File: src/core/gpfm_regs.svh
// Register indices, field positions and reset values of the pin mux
`ifndef GPFM_REGS_SVH
`define GPFM_REGS_SVH
`define GPFM_IDX_PIN0 6'h0B
`define GPFM_IDX_PIN1 6'h0C
`define GPFM_IDX_IOPORT 6'h0E
`define GPFM_SEL_MSB 4
`define GPFM_PUP_BIT 5
`define GPFM_DRV_MSB 7
`define GPFM_DRV_LSB 6
`define GPFM_STS_LSB 4
`define GPFM_CFG_RST 8'h00
`define GPFM_DIO_RST 2'h0
`endif

File: src/core/gpfm_pkg.sv
// Types shared by the general pin function mux
package gpfm_pkg;
    typedef enum logic [4:0] {
        FN_POR_N   = 5'h00,
        FN_WAKEUP  = 5'h01,
        FN_LOWBAT  = 5'h02,
        FN_DIN     = 5'h03,
        FN_EXT_FALL = 5'h04,
        FN_EXT_RISE = 5'h05,
        FN_EXT_ANY = 5'h06,
        FN_ADC     = 5'h07,
        FN_TST_AN  = 5'h08,
        FN_TST_AP  = 5'h09,
        FN_DOUT    = 5'h0A,
        FN_TST_DO  = 5'h0B,
        FN_TST_ON  = 5'h0C,
        FN_TST_OP  = 5'h0D,
        FN_VREF    = 5'h0E,
        FN_TXCLK   = 5'h0F,
        FN_TXDATA  = 5'h10,
        FN_RETX    = 5'h11,
        FN_TXSTATE = 5'h12,
        FN_FIFO_AF = 5'h13,
        FN_VDD     = 5'h1D
    } gpfm_func_t;
endpackage

File: src/core/gpfm_top.sv
// Function mux, configuration registers and APB slave for two pins
// Operation
// - Config low five bits pick what the pin drives or samples.
// - Code 00000 drives the inverted power-on reset out.
// - Code 00001 drives high once the wake-up timer expired.
// - Code 00010 drives high while supply is below threshold.
// - Code 00011 makes the pin a sampled digital input.
// - Codes 00100-00110 catch falling, rising or any edge.
// - Code 00111 routes the pin to the converter, driver off.
// - Code 01010 drives the pin from a software bit.
// - Code 01110 puts the reference voltage on the pin.
// - Code 01111 drives the transmit data clock out.
// - Code 10000 takes modulation data from the pin.
// - Code 10001 takes a retransmission request from the pin.
// - Code 10010 shows the transmit state.
// - Code 10011 shows the FIFO almost-full flag.
// - Bit 5 enables pull-up, only while the pin is an input.
// - Bits 7:6 set the drive strength.
// - Each pin has its own pull-up enable in its register.
// - Direct I/O bit sets output level or reads input level.
// - Edge events set a readable per-pin status bit.
`timescale 1ns/1ns
`include "gpfm_regs.svh"
module gpfm_top (
    // APB slave
    input wire logic pclk,
    input wire logic presetn,
    input wire logic psel,
    input wire logic penable,
    input wire logic pwrite,
    input wire logic [7:0] paddr,
    input wire logic [31:0] pwdata,
    output logic [31:0] prdata,
    output logic pready,
    output logic pslverr,
    // Core status, same clock
    input wire logic por_active,
    input wire logic wakeup_expired,
    input wire logic low_batt,
    input wire logic tx_state,
    input wire logic fifo_almost_full,
    input wire logic tx_data_clk,
    // Core event outputs
    output logic tx_mod_data,
    output logic tx_mod_data_sel,
    output logic retx_request,
    output logic [1:0] ext_int_event,
    // Pins, index 0 and 1
    input wire logic [1:0] pin_in,
    output logic [1:0] pin_out,
    output logic [1:0] pin_oe,
    output logic [1:0] adc_route,
    output logic [1:0] vref_route,
    output logic pin0_pullup_enable,
    output logic pin1_pullup_enable,
    output logic [1:0] pin0_drive_strength,
    output logic [1:0] pin1_drive_strength
);
    logic [7:0] cfg_r [2];
    logic [1:0] dio_r;
    logic [1:0] ists_r;
    logic [1:0] sync1_r;
    logic [1:0] sync2_r;
    logic [1:0] sync3_r;
    logic [1:0] out_r;
    logic [1:0] oe_r;
    logic [1:0] adc_r;
    logic [1:0] vref_r;
    logic [1:0] pup_r;
    logic [1:0] drv0_r;
    logic [1:0] drv1_r;
    logic [1:0] evt_r;
    logic txd_r;
    logic txd_sel_r;
    logic retx_r;
    logic [31:0] rdata_r;
    logic ready_r;
    logic err_r;
    logic [1:0] rise;
    logic [1:0] fall;
    logic [1:0] hit;
    logic [1:0] rdback;
    logic [4:0] sel [2];
    logic setup;
    logic wr_acc;
    logic mapped;

    function automatic logic addr_is(input logic [7:0] a,
                                     input logic [5:0] idx);
        return (a[1:0] == 2'h0) && (a[7:2] == idx);
    endfunction

    // Digital input codes; pull-up only counts for these
    function automatic logic is_din(input logic [4:0] s);
        return s inside {gpfm_pkg::FN_DIN, gpfm_pkg::FN_EXT_FALL,
                         gpfm_pkg::FN_EXT_RISE, gpfm_pkg::FN_EXT_ANY,
                         gpfm_pkg::FN_TXDATA, gpfm_pkg::FN_RETX};
    endfunction

    // Returns {drive enable, level}
    function automatic logic [1:0] drive(input logic [4:0] s,
                                         input logic dio);
        logic [1:0] r;
        r = 2'h0;
        unique case (s) inside
            gpfm_pkg::FN_POR_N: r = {1'b1, !por_active};
            gpfm_pkg::FN_WAKEUP: r = {1'b1, wakeup_expired};
            gpfm_pkg::FN_LOWBAT: r = {1'b1, low_batt};
            gpfm_pkg::FN_DOUT: r = {1'b1, dio};
            gpfm_pkg::FN_TXCLK: r = {1'b1, tx_data_clk};
            gpfm_pkg::FN_TXSTATE: r = {1'b1, tx_state};
            gpfm_pkg::FN_FIFO_AF: r = {1'b1, fifo_almost_full};
            gpfm_pkg::FN_VDD: r = 2'h3;
            // Test codes: driver held off, nothing leaks out
            [5'h08:5'h09]: r = 2'h0;
            [5'h0B:5'h0D]: r = 2'h0;
            // Ranges skip the VDD code so no two items overlap
            [5'h14:5'h1C]: r = 2'h2;
            [5'h1E:5'h1F]: r = 2'h2;
            // Inputs, converter and reference leave the driver off
            default: r = 2'h0;
        endcase
        return r;
    endfunction

    assign sel[0] = cfg_r[0][`GPFM_SEL_MSB:0];
    assign sel[1] = cfg_r[1][`GPFM_SEL_MSB:0];
    assign rise = sync2_r & ~sync3_r;
    assign fall = ~sync2_r & sync3_r;
    assign setup = psel && !penable;
    assign wr_acc = psel && penable && ready_r && pwrite;
    assign mapped = addr_is(paddr, `GPFM_IDX_PIN0) ||
                    addr_is(paddr, `GPFM_IDX_PIN1) ||
                    addr_is(paddr, `GPFM_IDX_IOPORT);

    always_comb begin
        for (int i = 0; i < 2; i++) begin
            hit[i] = (sel[i] == gpfm_pkg::FN_EXT_FALL && fall[i]) ||
                     (sel[i] == gpfm_pkg::FN_EXT_RISE && rise[i]) ||
                     (sel[i] == gpfm_pkg::FN_EXT_ANY &&
                      (rise[i] || fall[i]));
            // Direct input reads the pin, else the stored bit
            rdback[i] = (sel[i] == gpfm_pkg::FN_DIN) ?
                        sync2_r[i] : dio_r[i];
        end
    end

    // Pin synchronisers; only stage two onward is looked at
    always_ff @(posedge pclk or negedge presetn) begin
        if (!presetn) begin
            sync1_r <= 2'h0;
            sync2_r <= 2'h0;
            sync3_r <= 2'h0;
        end else begin
            sync1_r <= pin_in;
            sync2_r <= sync1_r;
            sync3_r <= sync2_r;
        end
    end

    // Configuration registers, one per pin
    always_ff @(posedge pclk or negedge presetn) begin
        if (!presetn) begin
            cfg_r[0] <= `GPFM_CFG_RST;
            cfg_r[1] <= `GPFM_CFG_RST;
        end else if (wr_acc) begin
            if (addr_is(paddr, `GPFM_IDX_PIN0)) begin
                cfg_r[0] <= pwdata[7:0];
            end
            if (addr_is(paddr, `GPFM_IDX_PIN1)) begin
                cfg_r[1] <= pwdata[7:0];
            end
        end
    end

    // Direct I/O bits
    always_ff @(posedge pclk or negedge presetn) begin
        if (!presetn) begin
            dio_r <= `GPFM_DIO_RST;
        end else if (wr_acc && addr_is(paddr, `GPFM_IDX_IOPORT)) begin
            dio_r <= pwdata[1:0];
        end
    end

    // Edge status: write one clears, a new edge wins over the clear
    always_ff @(posedge pclk or negedge presetn) begin
        if (!presetn) begin
            ists_r <= 2'h0;
            evt_r <= 2'h0;
        end else begin
            for (int i = 0; i < 2; i++) begin
                if (hit[i]) begin
                    ists_r[i] <= 1'b1;
                end else if (wr_acc &&
                             addr_is(paddr, `GPFM_IDX_IOPORT) &&
                             pwdata[`GPFM_STS_LSB + i]) begin
                    ists_r[i] <= 1'b0;
                end
            end
            evt_r <= hit;
        end
    end

    // Pin drivers and analog routing, one cycle behind the code
    always_ff @(posedge pclk or negedge presetn) begin
        if (!presetn) begin
            out_r <= 2'h0;
            oe_r <= 2'h0;
            adc_r <= 2'h0;
            vref_r <= 2'h0;
            pup_r <= 2'h0;
            drv0_r <= 2'h0;
            drv1_r <= 2'h0;
        end else begin
            for (int i = 0; i < 2; i++) begin
                {oe_r[i], out_r[i]} <= drive(sel[i], dio_r[i]);
                adc_r[i] <= sel[i] == gpfm_pkg::FN_ADC;
                vref_r[i] <= sel[i] == gpfm_pkg::FN_VREF;
                pup_r[i] <= cfg_r[i][`GPFM_PUP_BIT] &&
                            is_din(sel[i]);
            end
            drv0_r <= cfg_r[0][`GPFM_DRV_MSB:`GPFM_DRV_LSB];
            drv1_r <= cfg_r[1][`GPFM_DRV_MSB:`GPFM_DRV_LSB];
        end
    end

    // Modulation data, pin 0 has priority; retransmission from either pin
    always_ff @(posedge pclk or negedge presetn) begin
        if (!presetn) begin
            txd_r <= 1'b0;
            txd_sel_r <= 1'b0;
            retx_r <= 1'b0;
        end else begin
            if (sel[0] == gpfm_pkg::FN_TXDATA) begin
                txd_r <= sync2_r[0];
                txd_sel_r <= 1'b1;
            end else if (sel[1] == gpfm_pkg::FN_TXDATA) begin
                txd_r <= sync2_r[1];
                txd_sel_r <= 1'b1;
            end else begin
                txd_r <= 1'b0;
                txd_sel_r <= 1'b0;
            end
            retx_r <= (sel[0] == gpfm_pkg::FN_RETX && rise[0]) ||
                      (sel[1] == gpfm_pkg::FN_RETX && rise[1]);
        end
    end

    // APB: data latched in setup, answered in the first access cycle
    always_ff @(posedge pclk or negedge presetn) begin
        if (!presetn) begin
            ready_r <= 1'b0;
            err_r <= 1'b0;
            rdata_r <= 32'h0;
        end else begin
            ready_r <= setup;
            err_r <= setup && !mapped;
            if (setup) begin
                rdata_r <= 32'h0;
                if (addr_is(paddr, `GPFM_IDX_PIN0)) begin
                    rdata_r[7:0] <= cfg_r[0];
                end else if (addr_is(paddr, `GPFM_IDX_PIN1)) begin
                    rdata_r[7:0] <= cfg_r[1];
                end else if (addr_is(paddr, `GPFM_IDX_IOPORT)) begin
                    rdata_r[5:4] <= ists_r;
                    rdata_r[1:0] <= rdback;
                end
            end
        end
    end

    assign prdata = rdata_r;
    assign pready = ready_r;
    assign pslverr = err_r;
    assign pin_out = out_r;
    assign pin_oe = oe_r;
    assign adc_route = adc_r;
    assign vref_route = vref_r;
    assign pin0_pullup_enable = pup_r[0];
    assign pin1_pullup_enable = pup_r[1];
    assign pin0_drive_strength = drv0_r;
    assign pin1_drive_strength = drv1_r;
    assign tx_mod_data = txd_r;
    assign tx_mod_data_sel = txd_sel_r;
    assign retx_request = retx_r;
    assign ext_int_event = evt_r;
endmodule // gpfm_top

File: config.mk
export PLATFORM = sky130hd
export DESIGN_NAME = gpfm_top
export DESIGN_NICKNAME = d
export VERILOG_FILES = /design/src/core/gpfm_pkg.sv /design/src/core/gpfm_top.sv
export VERILOG_INCLUDE_DIRS = /design/src /design/src/core
export SDC_FILE = /design/constraint.sdc
export NUM_CORES = 1
export LEC_CHECK = 0
export BUFFER_PORTS_ARGS = -buffer_cell sky130_fd_sc_hd__buf_4
export CORE_AREA = 2 2 89 113
export CTS_BUF_LIST = sky130_fd_sc_hd__clkbuf_8
export DETAILED_ROUTE_END_ITERATION = 10
export DIE_AREA = 0 0 91 115
export PLACE_DENSITY_LB_ADDON = 0.1
export SLEW_MARGIN = 30
export SYNTH_ARGS = -nofsm -noshare
export SYNTH_HDL_FRONTEND = slang
export SYNTH_SLANG_ARGS = --single-unit
File: constraint.sdc
create_clock -name pclk -period 1.4 [get_ports pclk]
set_input_delay 0.14 -clock pclk [delete_from_list [all_inputs] [get_ports pclk]]
set_output_delay 0.14 -clock pclk [all_outputs]
set_load 0.02 [all_outputs]
==> results of run 1 <==
state kept, by name, summed over array words and instances, names as in the netlist:
| register | flops |
|---|---|
| cfg_r | 16 |
| prdata | 8 |
| retx_request | 1 |
| dio_r | 2 |
| sync1_r | 2 |
| pready | 1 |
| ists_r | 2 |
| sync2_r | 2 |
| pup_r | 2 |
| adc_route | 2 |
| pin0_drive_strength | 2 |
| pin_oe | 2 |
| pin1_drive_strength | 2 |
| pin_out | 2 |
| ext_int_event | 2 |
| tx_mod_data | 1 |
| tx_mod_data_sel | 1 |
| sync3_r | 2 |
| pslverr | 1 |
| vref_route | 2 |
metrics by stage:
stage / setup WS (ps) / hold slack [ps]
2_1_floorplan: -232.2 / -155.6
3_3_place_gp: -346.9 / 73.96
3_5_place_dp: -384.1 / 76.27
4_1_cts: -69.58 / 52.38
5_1_grt: -84.22 / 50.64
6_report: -24.88 / 61.13
repair_timing:
action,CTS,global route
setup endpoints to repair,22,27
setup buffers,4,4
hold endpoints to repair,25,0
hold buffers,3,0
resized for setup,15,18
pin swaps,8,8
cell families after synthesis:
logic type                 after synthesis
and+or+nand+nor                         71
DFF                                     55
AOI/OAI and AO/OA                       52
buffers and inverters                   48
muxes                                   24
adders and majority gates                4
xor gates and xnor gates                 2
other                                    1
area by class of cell:
cell class                      count  area (sq um)  area share, %
Sequential cell                    55          1379          34.86
Clock buffer                        6         82.58          2.088
Clock inverter                      2         12.51         0.3164
Tap cell                          126         157.7          3.986
Timing Repair Buffer              117         922.1          23.32
Inverter                            9         33.78         0.8542
Multi-Input combinational cell    177          1368          34.58
path summary, 6_finish.rpt:
kind	from	to	slack (ps)
min in group asynchronous	presetn	adc_route[0]	260
worst max register to register	sync2_r[1]	ists_r[1]	-20
worst min register to register	sync1_r[1]	sync2_r[1]	360
worst min-delay path	pwdata[6]	cfg_r[14]	60
worst max-delay path	sync2_r[1]	ists_r[1]	-20
max in group asynchronous	presetn	pslverr	660
placed cells by master (no fill, tap or decap), drive strengths merged, types with 2 or more instances in the layout:
cell,netlist,final
nor2b,5,5
nor4b,2,2
mux2i,2,2
dfrtp,55,55
mux2,22,22
a22oi,4,4
o22ai,5,5
nand2,17,17
or3,2,2
and3b,3,3
ha,4,4
a21oi,9,9
clkbuf,14,6
and3,2,2
a21o,2,2
nand4,2,2
dlygate4sd3,0,3
buf,25,114
o21a,2,2
nor3,6,6
nor4,6,6
o31ai,5,5
o21ai,13,13
a211oi,3,3
nand2b,8,8
o211ai,2,2
nand3b,2,2
inv,9,10
nand3,3,3
conb,1,24
nor2,7,7
power breakdown:
group / switching, mW / internal (mW)
combinational: 0.212 / 0.162
sequential: 0.0176 / 1.61
clock: 0.541 / 0.400
worst max-delay path, stage by stage (launching register included):
cell and delay [ps]:
dfrtp_1 430, inv_2 70, ha_4 150, mux2_4 280, mux2i_4 170, nor4_4 60, a21o_1 160
per-layer routing:
| layer | part of all wire [%] | vias up | global-route usage (%) |
|---|---|---|---|
| met4 | 2.7 | 0 | 5.859 |
| met3 | 3.6 | 15 | 2.490 |
| met2 | 50 | 47 | 23.46 |
| met1 | 44 | 1029 | 17.22 |
| li1 | - | 1073 | - |
| met5 | 0 | - | 0 |
==> impl_results.rst, run 1 <==
.. list-table::
   :header-rows: 1

   * - Metric
     - Value
   * - Post-synthesis xor/xnor area fraction
     - 0.6329%
   * - Outcome
     - complete, but fails checks
   * - Number of buffers on the longest clock path
     - 2
   * - Leakage
     - 1.900 nW
   * - Hold Path Cell Cnt
     - 2
   * - Latest clock arrival within the worst-skew pair
     - 320 ps
   * - Number of antenna violations at the first check in global routing
     - 0
   * - Starting density of the core
     - 29.41%
   * - Clock period minus final worst setup slack
     - 1425 ps
   * - Average cell area after synthesis
     - 10.77 sq um
   * - Fraction of the mapped netlist area in simple logic gates
     - 16.00%
   * - Synth-to-layout area growth
     - 42.90%
   * - Overall via count from detail_route
     - between 2k and 2.5k
   * - Clock tree from TritonCTS
     - done
   * - First-pass GRT wire length
     - 11230 um
   * - Root Buffer
     - clkbuf_8
   * - Maximum level of the CTS H-tree
     - 2
   * - Sum of negative setup slack
     - -119.8 ps
   * - Final Max Slew Viols
     - 0
   * - Wire per inst
     - 14.75 um
   * - Leading cell type by number of instances after synthesis
     - dfrtp_1
   * - Violated checks
     - setup timing
   * - Number of placed instances with taps included
     - 474
   * - Worst Path Max Fanout
     - 4
   * - Standard-cell rows
     - 40
   * - Yosys top cell area share
     - 49.73%
   * - Die Area
     - between 10000 and 15000 sq um
   * - Compound-Gate Fraction of Synth Area
     - between 10 and 15%
   * - Yosys warns
     - 0
   * - Drt first-iter violations
     - 73
   * - Aggregate global routing overflow
     - 0
   * - Count of placed standard cells in the final layout, fillers left out
     - 492
   * - DP HPWL
     - 5510 um
   * - Total wire length after detailed routing
     - about 7300 um
   * - Mapped Area
     - 2768 sq um
   * - Number of buffers created by CTS
     - 5
   * - Post-route standard cell area excluding fillers
     - 3955 sq um
   * - Main area contributors after synthesis
     - dfrtp_1, mux2_2, buf_4
   * - Share of the core filled with cells
     - 42.03%
   * - Via count of the first global-routing pass
     - 2194
   * - Count of buffers from port buffering
     - 57
   * - Routability congestion estimate
     - 0.7906
   * - Synthesized instance count
     - 257
   * - Routed via count divided by cell count
     - 4.398
   * - First-pass DRT Iterations
     - 4
   * - Antenna Diode Count
     - 0
   * - Number of synthesized flops with an enable pin
     - 0
   * - Critical path capture point type
     - register
   * - Highest clock rate
     - 701.8 MHz
   * - Period utilization
     - 101.8%
   * - Vertical die dimension
     - ~120 um
   * - Residual antenna-violating net count after detailed routing
     - 0
   * - I/O pin total
     - roughly 110
   * - Setup Viol. Count Final
     - 9
   * - Ys async rst share
     - 100.0%
   * - Area inside the core boundary
     - approximately 9400 sq um
   * - Prevailing post-synth register cell
     - dfrtp_1
   * - Combinational family with the most area after synthesis
     - simple AND/OR/NAND/NOR gates
   * - Number of hold violations in the final report
     - 0
   * - Top cells by instance count after synthesis
     - dfrtp_1, buf_4, mux2_2
   * - Data arrival time of the worst path
     - 1640 ps
   * - Final routed DRC violation total
     - 0
   * - Adder and majority gate portion of the synthesized area
     - 1.808%
   * - Worst voltage drop across the vdd grid
     - 0.4172 mV
   * - Count of fill cells added during filler insertion
     - ~950
   * - Sequential share of the synthesized area
     - 49.73%
   * - Dpl cell area
     - 3638 sq um
   * - Largest net degree at the start of global routing
     - 33
   * - Count of clock tree sinks
     - 55
   * - Total chip power
     - 2.947 mW
   * - Setup repair after global routing missed its margin
     - yes
   * - R2r worst-path depth
     - 6
   * - Setup Crit Path Kind
     - register to register
   * - Final setup margin
     - -24.88 ps
   * - Total of flip-flops plus latches after synthesis
     - 55
   * - Power per Cell Area
     - 745.2 nW/um^2
   * - Min-delay worst type
     - input port to register
   * - Clock Skew
     - 8.274 ps
   * - Clock-pin slew reported for the worst setup and hold paths after clock tree synthesis
     - 100 ps
   * - Max-cap violations
     - 0
   * - Number of unique standard cell types used by synthesis
     - 51
   * - Share of layout cells above drive strength 1
     - between 40% and 50%
   * - Yosys top cell by area
     - dfrtp_1
   * - CP required
     - 1610 ps
   * - Final net count
     - 422
   * - Critical Path Start Type
     - register
   * - Post-synthesis mux area share
     - under 10%
   * - GRT Util Overall
     - 13.76%
   * - Horiz. Die Dim
     - 91 um
(Power assumes the default switching activity.)
==> run 2: changes to the inputs <==
SETUP_SLACK_MARGIN = 0.15   (was unset)
==> run 2 against run 1 <==
Net effect:
- the run still ends with setup timing left
- die area did not move
- global-route usage is 0.63 points higher
- non-clock buffer count up 19
- routed wire length increased by 3.4%
- first-iteration DRC count increased by 33%
- register-to-register slack lost 20 ps
==> impl_results.rst, run 2 (same netlist as run 1, synthesis figures left out) <==
.. list-table::
   :header-rows: 1

   * - Metric
     - Value
   * - Outcome
     - complete, but fails checks
   * - Violated checks
     - setup timing
   * - Maximum level of the CTS H-tree
     - 2 (unchanged)
   * - Switching share of total power
     - 26.94% (+0.77 points)
   * - Antenna Diode Count
     - 0 (unchanged)
   * - Die Area
     - 10470 sq um (unchanged)
   * - Worst Path Max Fanout
     - 8 (+4)
   * - Area inside the core boundary
     - 9409 sq um (unchanged)
   * - Post-route standard cell area excluding fillers
     - 4260 sq um (+7.7%)
   * - Latest clock arrival within the worst-skew pair
     - 330 ps (about the same)
   * - Leakage
     - 2.082 nW (+9.6%)
   * - Highest clock rate
     - 693.3 MHz (-1.2%)
   * - Final net count
     - 441 (+4.5%)
   * - Starting density of the core
     - 29.41% (unchanged)
   * - Setup Crit Path Kind
     - register to register
   * - Residual antenna-violating net count after detailed routing
     - 0 (unchanged)
   * - Cell with the largest stage delay on the worst path
     - dfrtp_2
   * - Dpl cell area
     - 3651 sq um (+0.34%)
   * - Aggregate global routing overflow
     - 0 (unchanged)
   * - Number of flip-flops under the largest register name
     - 16 (unchanged)
   * - Dominant delay contributor by cell family on the critical path
     - flip-flops
   * - Clock tree from TritonCTS
     - done
   * - Final routed DRC violation total
     - 0 (unchanged)
   * - Standard-cell rows
     - 40 (unchanged)
   * - Overall via count from detail_route
     - 2269 (+4.9%)
   * - Data arrival time of the worst path
     - 1660 ps (+20 ps)
   * - DP HPWL
     - 5508 um (about the same)
   * - Slowest cell delay on critical path
     - 380 ps (-50 ps)
   * - Min-delay worst type
     - input port to register
   * - CP required
     - 1610 ps (about the same)
   * - Routability congestion estimate
     - 0.7810 (-1.2%)
   * - Routed via count divided by cell count
     - 4.440 (+0.95%)
   * - Count of placed standard cells in the final layout, fillers left out
     - 511 (+3.9%)
   * - Reg with most FFs
     - cfg_r
   * - Final Max Slew Viols
     - 0 (unchanged)
   * - Synth-to-layout area growth
     - 53.93%
   * - Period utilization
     - 103.0% (+1.2 points)
   * - Sequential share of power
     - 54.0% (-1.4 points)
   * - Root Buffer
     - clkbuf_8
   * - Final setup margin
     - -42.34 ps (-17.46 ps)
   * - Total wire length after detailed routing
     - 7503 um (+3.4%)
   * - Share of power burned in the clock network
     - 32.8% (+0.9 points)
   * - Vertical die dimension
     - 115 um (unchanged)
   * - Drt first-iter violations
     - 97 (+33%)
   * - Number of buffers created by CTS
     - 5 (unchanged)
   * - First-pass DRT Iterations
     - 4 (unchanged)
   * - Number of buffers on the longest clock path
     - 2 (unchanged)
   * - Leading cell type in the layout, fill and taps excluded
     - buf_4
   * - Wire per inst
     - 14.68 um (-0.43%)
   * - Power per Cell Area
     - 709.8 nW/um^2 (-4.8%)
   * - Worst voltage drop across the vdd grid
     - 0.3425 mV (-18%)
   * - Number of hold violations in the final report
     - 0 (unchanged)
   * - Internal cell power
     - 2.209 mW (+1.5%)
   * - GRT Util Overall
     - 14.39% (+0.63 points)
   * - Sum of negative setup slack
     - -307.9 ps (-188.1 ps)
   * - Setup Viol. Count Final
     - 10 (+1)
   * - Net load switching power
     - 0.8147 mW (+5.6%)
   * - I/O pin total
     - 106 (unchanged)
   * - Count of clock tree sinks
     - 55 (unchanged)
   * - Combinational share of power
     - 13.2% (+0.5 points)
   * - Critical path capture point type
     - register
   * - Largest net degree at the start of global routing
     - 28 (-15%)
   * - Crit path buffers/inverters
     - 2 (+1)
   * - Horiz. Die Dim
     - 91 um (unchanged)
   * - Clock period minus final worst setup slack
     - 1442 ps (+17.46 ps)
   * - Number of antenna violations at the first check in global routing
     - 0 (unchanged)
   * - Count of buffers from port buffering
     - 57 (unchanged)
   * - Share of layout cells above drive strength 1
     - 52.99% (+7.1 points)
   * - Critical Path Start Type
     - register
   * - Max-cap violations
     - 0 (unchanged)
   * - Number of placed instances with taps included
     - 475 (+0.21%)
   * - First-pass GRT wire length
     - 11670 um (+4.0%)
   * - Clock Skew
     - 11.75 ps (+3.479 ps)
   * - Clock-pin slew reported for the worst setup and hold paths after clock tree synthesis
     - 110 ps (about the same)
   * - Via count of the first global-routing pass
     - 2231 (+1.7%)
   * - Share of the core filled with cells
     - 45.28% (+3.2 points)
   * - Cell-by-cell trace of the critical path
     - nand4_1 > buf_4 > nor4_4 > buf_6 > mux2_4
   * - Most frequent cells in the layout
     - buf_4, dfrtp_1, conb_1, mux2_4, buf_6
   * - Setup repair after global routing missed its margin
     - yes
   * - Worst setup slack after placement
     - -311.6 ps (+72.47 ps)
==> run 2: cell types whose count changed in the layout (fill, tap and decap cells not counted), sizes merged <==
cell    before  now
buf        114  133
clkinv       1    0
inv         10   11
==> run 2: stage by stage <==
step | power, mW | hold WS [ps]
CTS | 3.046 | 44.70
floorplan | 1.864 | -155.6
finish | 3.024 | 48.99
global placement | 2.011 | 95.50
detailed placement | 2.013 | 92.78
global route | 3.156 | 30.95
==> run 2: final cells by class <==
| cell class | count | area [sq um] |
|---|---|---|
| flip-flops and latches | 55 | 1383 |
| clock inverters | 2 | 17.52 |
| well taps | 126 | 157.7 |
| repair buffers | 136 | 1114 |
| clock buffers | 6 | 82.58 |
| fillers | 938 | 5149 |
| multi-input cells | 177 | 1473 |
| inverters | 9 | 33.78 |
==> run 2: repair_timing <==
| item | 4_1_cts | 5_1_grt |
|---|---|---|
| buffers inserted | 14 | 10 |
| gates cloned | 0 | 1 |
| hold endpoints to repair | 27 | 0 |
| resized for setup | 45 | 29 |
| pin swaps | 19 | 16 |
| hold buffers | 3 | 0 |
| setup endpoints to repair | 32 | 36 |
==> run 2: tightest hold or removal path, delay by kind of cell <==
kind	cells	cell delay [ps]
compound gates	1	50
simple gates	1	40
buf+inv	1	100
==> run 2: final timing paths <==
| check | start | to | slack (ps) | cells past startpoint |
|---|---|---|---|---|
| worst max-delay path | pready | cfg_r[4] | -40 | 5 |
| worst min-delay path | pwdata[2] | cfg_r[2] | 50 | 3 |
| worst max register to register | pready | cfg_r[4] | -40 | 5 |
| worst min register to register | sync1_r[1] | sync2_r[1] | 360 | 0 |
| max in group asynchronous | presetn | cfg_r[11] | 660 | 3 |
| min in group asynchronous | presetn | ists_r[0] | 270 | 2 |
==> run 2: power groups by stage <==
stage | clock network, mW | logic [mW] | registers (mW)
final | 0.991 | 0.400 | 1.63
after global routing | 1.08 | 0.439 | 1.64
after CTS | 1.02 | 0.396 | 1.63
after detailed placement | 0 | 0.350 | 1.66
after global placement | 0 | 0.347 | 1.66
after floorplan | 0 | 0.188 | 1.68
==> run 2: metal layers <==
| layer | track usage, % | part of all wire, % | up-vias |
|---|---|---|---|
| met1 | 17.84 | 43 | 1098 |
| met4 | 4.848 | 1.5 | 0 |
| met2 | 25.53 | 52 | 55 |
| met3 | 2.359 | 3.1 | 7 |
| met5 | 0 | 0 | - |
| li1 | - | - | 1109 |
==> run 3: changes to the inputs <==
BUFFER_PORTS_ARGS = unset   (was -buffer_cell sky130_fd_sc_hd__buf_4)
DONT_BUFFER_PORTS = 1   (was unset)
==> run 3 against run 2 <==
Net effect:
- the run ends with hold timing, setup timing left
- via count down 7.0%
- register-to-register slack got worse by 70 ps
- design area down 9.1%
- critical path type unchanged
- critical endpoint is now ists_r[1]
==> impl_results.rst, run 3 (same netlist as run 1, synthesis figures left out) <==
.. list-table::
   :header-rows: 1

   * - Metric
     - Value
   * - CP required
     - 1620 ps (about the same)
   * - Hold-fix buffers, CTS
     - 10 (+7)
   * - Final setup margin
     - -110.4 ps (-68.10 ps)
   * - Maximum level of the CTS H-tree
     - 2 (unchanged)
   * - Routability congestion estimate
     - 0.7343 (-6.0%)
   * - Period utilization
     - 107.9% (+4.9 points)
   * - Number of buffers created by CTS
     - 5 (unchanged)
   * - Residual antenna-violating net count after detailed routing
     - 0 (unchanged)
   * - Final Max Slew Viols
     - 0 (unchanged)
   * - Reg with most FFs
     - cfg_r
   * - Power per Cell Area
     - 744.7 nW/um^2 (+4.9%)
   * - Vertical die dimension
     - 115 um (unchanged)
   * - Standard-cell rows
     - 40 (unchanged)
   * - Largest net degree at the start of global routing
     - 56 (+100%)
   * - Root Buffer
     - clkbuf_8
   * - Setup Viol. Count Final
     - 9 (-1)
   * - Violated checks
     - hold timing, setup timing
   * - Min-delay worst type
     - input port to asynchronous set/reset pin
   * - Most frequent cells in the layout
     - dfrtp_1, buf_4, conb_1, mux2_4, buf_6
   * - Die Area
     - 10470 sq um (unchanged)
   * - I/O pin total
     - 106 (unchanged)
   * - Setup repair after global routing missed its margin
     - yes
   * - Final net count
     - 378 (-14%)
   * - Wire per inst
     - 17.02 um (+16%)
   * - Max-cap violations
     - 0 (unchanged)
   * - Critical path capture point type
     - register
   * - Area inside the core boundary
     - 9409 sq um (unchanged)
   * - Number of buffers on the longest clock path
     - 2 (unchanged)
   * - Number of flip-flops under the largest register name
     - 16 (unchanged)
   * - Synth-to-layout area growth
     - 39.96%
   * - Total chip power
     - 2.885 mW (-4.6%)
   * - Leakage
     - 1.744 nW (-16%)
   * - Outcome
     - complete, but fails checks
   * - Count of clock tree sinks
     - 55 (unchanged)
   * - Highest clock rate
     - 662.1 MHz (-4.5%)
   * - Aggregate global routing overflow
     - 0 (unchanged)
   * - GRT Util Overall
     - 14.82% (+0.43 points)
   * - Overall via count from detail_route
     - 2111 (-7.0%)
   * - Worst Path Max Fanout
     - 2 (-6)
   * - Count of buffers from port buffering
     - 0 (-100%)
   * - Share of layout cells above drive strength 1
     - 45.34% (-7.6 points)
   * - Horiz. Die Dim
     - 91 um (unchanged)
   * - Share of the core filled with cells
     - 41.17% (-4.1 points)
   * - Via count of the first global-routing pass
     - 2146 (-3.8%)
   * - Final routed DRC violation total
     - 0 (unchanged)
   * - Worst setup slack after placement
     - -193.2 ps (+118.4 ps)
   * - Total wire length after detailed routing
     - 7623 um (+1.6%)
   * - Antenna Diode Count
     - 0 (unchanged)
   * - First-pass GRT wire length
     - 11900 um (+2.0%)
   * - First-pass DRT Iterations
     - 4 (unchanged)
   * - Clock Skew
     - 12.79 ps (+1.034 ps)
   * - Clock-pin slew reported for the worst setup and hold paths after clock tree synthesis
     - 120 ps (about the same)
   * - DP HPWL
     - 5268 um (-4.3%)
   * - Number of hold violations in the final report
     - 55 (+55)
   * - Critical Path Start Type
     - register
   * - Post-route worst hold slack
     - -504.0 ps (-553.0 ps)
   * - Data arrival time of the worst path
     - 1730 ps (+70 ps)
   * - Clock tree from TritonCTS
     - done
   * - Routed via count divided by cell count
     - 4.712 (+6.1%)
   * - Setup Crit Path Kind
     - register to register
   * - Clock period minus final worst setup slack
     - 1510 ps (+68.10 ps)
   * - Latest clock arrival within the worst-skew pair
     - 330 ps (about the same)
   * - Number of antenna violations at the first check in global routing
     - 0 (unchanged)
   * - Drt first-iter violations
     - 85 (-12%)
   * - Starting density of the core
     - 29.41% (unchanged)
   * - Leading cell type in the layout, fill and taps excluded
     - dfrtp_1
   * - Worst voltage drop across the vdd grid
     - 0.3231 mV (-5.7%)
-- run 3: changes by cell type in the layout (fill, tap and decap cells not counted), moves of 3 or more --
cell,previous run,this run
buf_4,115,44
dlygate4sd3_1,3,10
dfrtp_1,50,47
dfrtp_2,5,8
nand2_2,0,3
-- run 3: layout make-up --
| type | instances | area [sq um] |
|---|---|---|
| Fill cell | 942 | 5535 |
| Multi-Input combinational cell | 177 | 1531 |
| Sequential cell | 55 | 1386 |
| Timing Repair Buffer | 73 | 669.4 |
| Tap cell | 126 | 157.7 |
| Clock buffer | 5 | 68.82 |
| Inverter | 9 | 33.78 |
| Clock inverter | 3 | 26.28 |
-- run 3: worst max-delay path, stage by stage (launching register included) --
cell and delay, ps:
dfrtp_1 410, inv_1 60, ha_2 180, mux2_4 280, mux2i_4 160, nor4_2 50
buf_4 130, a21o_1 140
-- run 3: what timing repair did --
action                                  in CTS  in global routing
resized for setup                           48                 41
endpoints found under the setup margin      32                 36
hold endpoints to repair                    77                 55
setup buffers                               15                  7
pin swaps                                   22                 12
-- run 3: worst paths after layout --
kind | endpoint | startpoint | depth (start not counted) | slack (ps)
max reg2reg | ists_r[1] | sync3_r[1] | 7 | -110
min | pready | presetn | 0 | -500
max in group asynchronous | cfg_r[11] | presetn | 0 | 1780
min reg2reg | sync2_r[1] | sync1_r[1] | 0 | 360
max | ists_r[1] | sync3_r[1] | 7 | -110
min in group pclk | pslverr | paddr[0] | 3 | 110
-- run 3: stage by stage --
stage               TNS [ps]  area (sq um)  instances
global placement       -3657          3148        408
CTS                   -982.2          3654        441
detailed placement     -3801          3148        408
finish                -581.8          3874        448
floorplan              -3066          2932        280
global route           -1425          3874        448
-- run 3: power by group --
part           total, mW  switching, mW  internal, mW
combinational      0.268          0.151         0.118
sequential          1.65         0.0376          1.61
clock              0.964          0.594         0.370
total               2.88          0.782          2.10
-- run 3: per-layer routing --
layer,up-vias,global-route usage (%),wire length (um)
met2,63,26.32,4011
met1,1047,17.71,3127
met4,0,5.556,127
met5,-,0,0
met3,10,3.080,356
li1,991,-,-
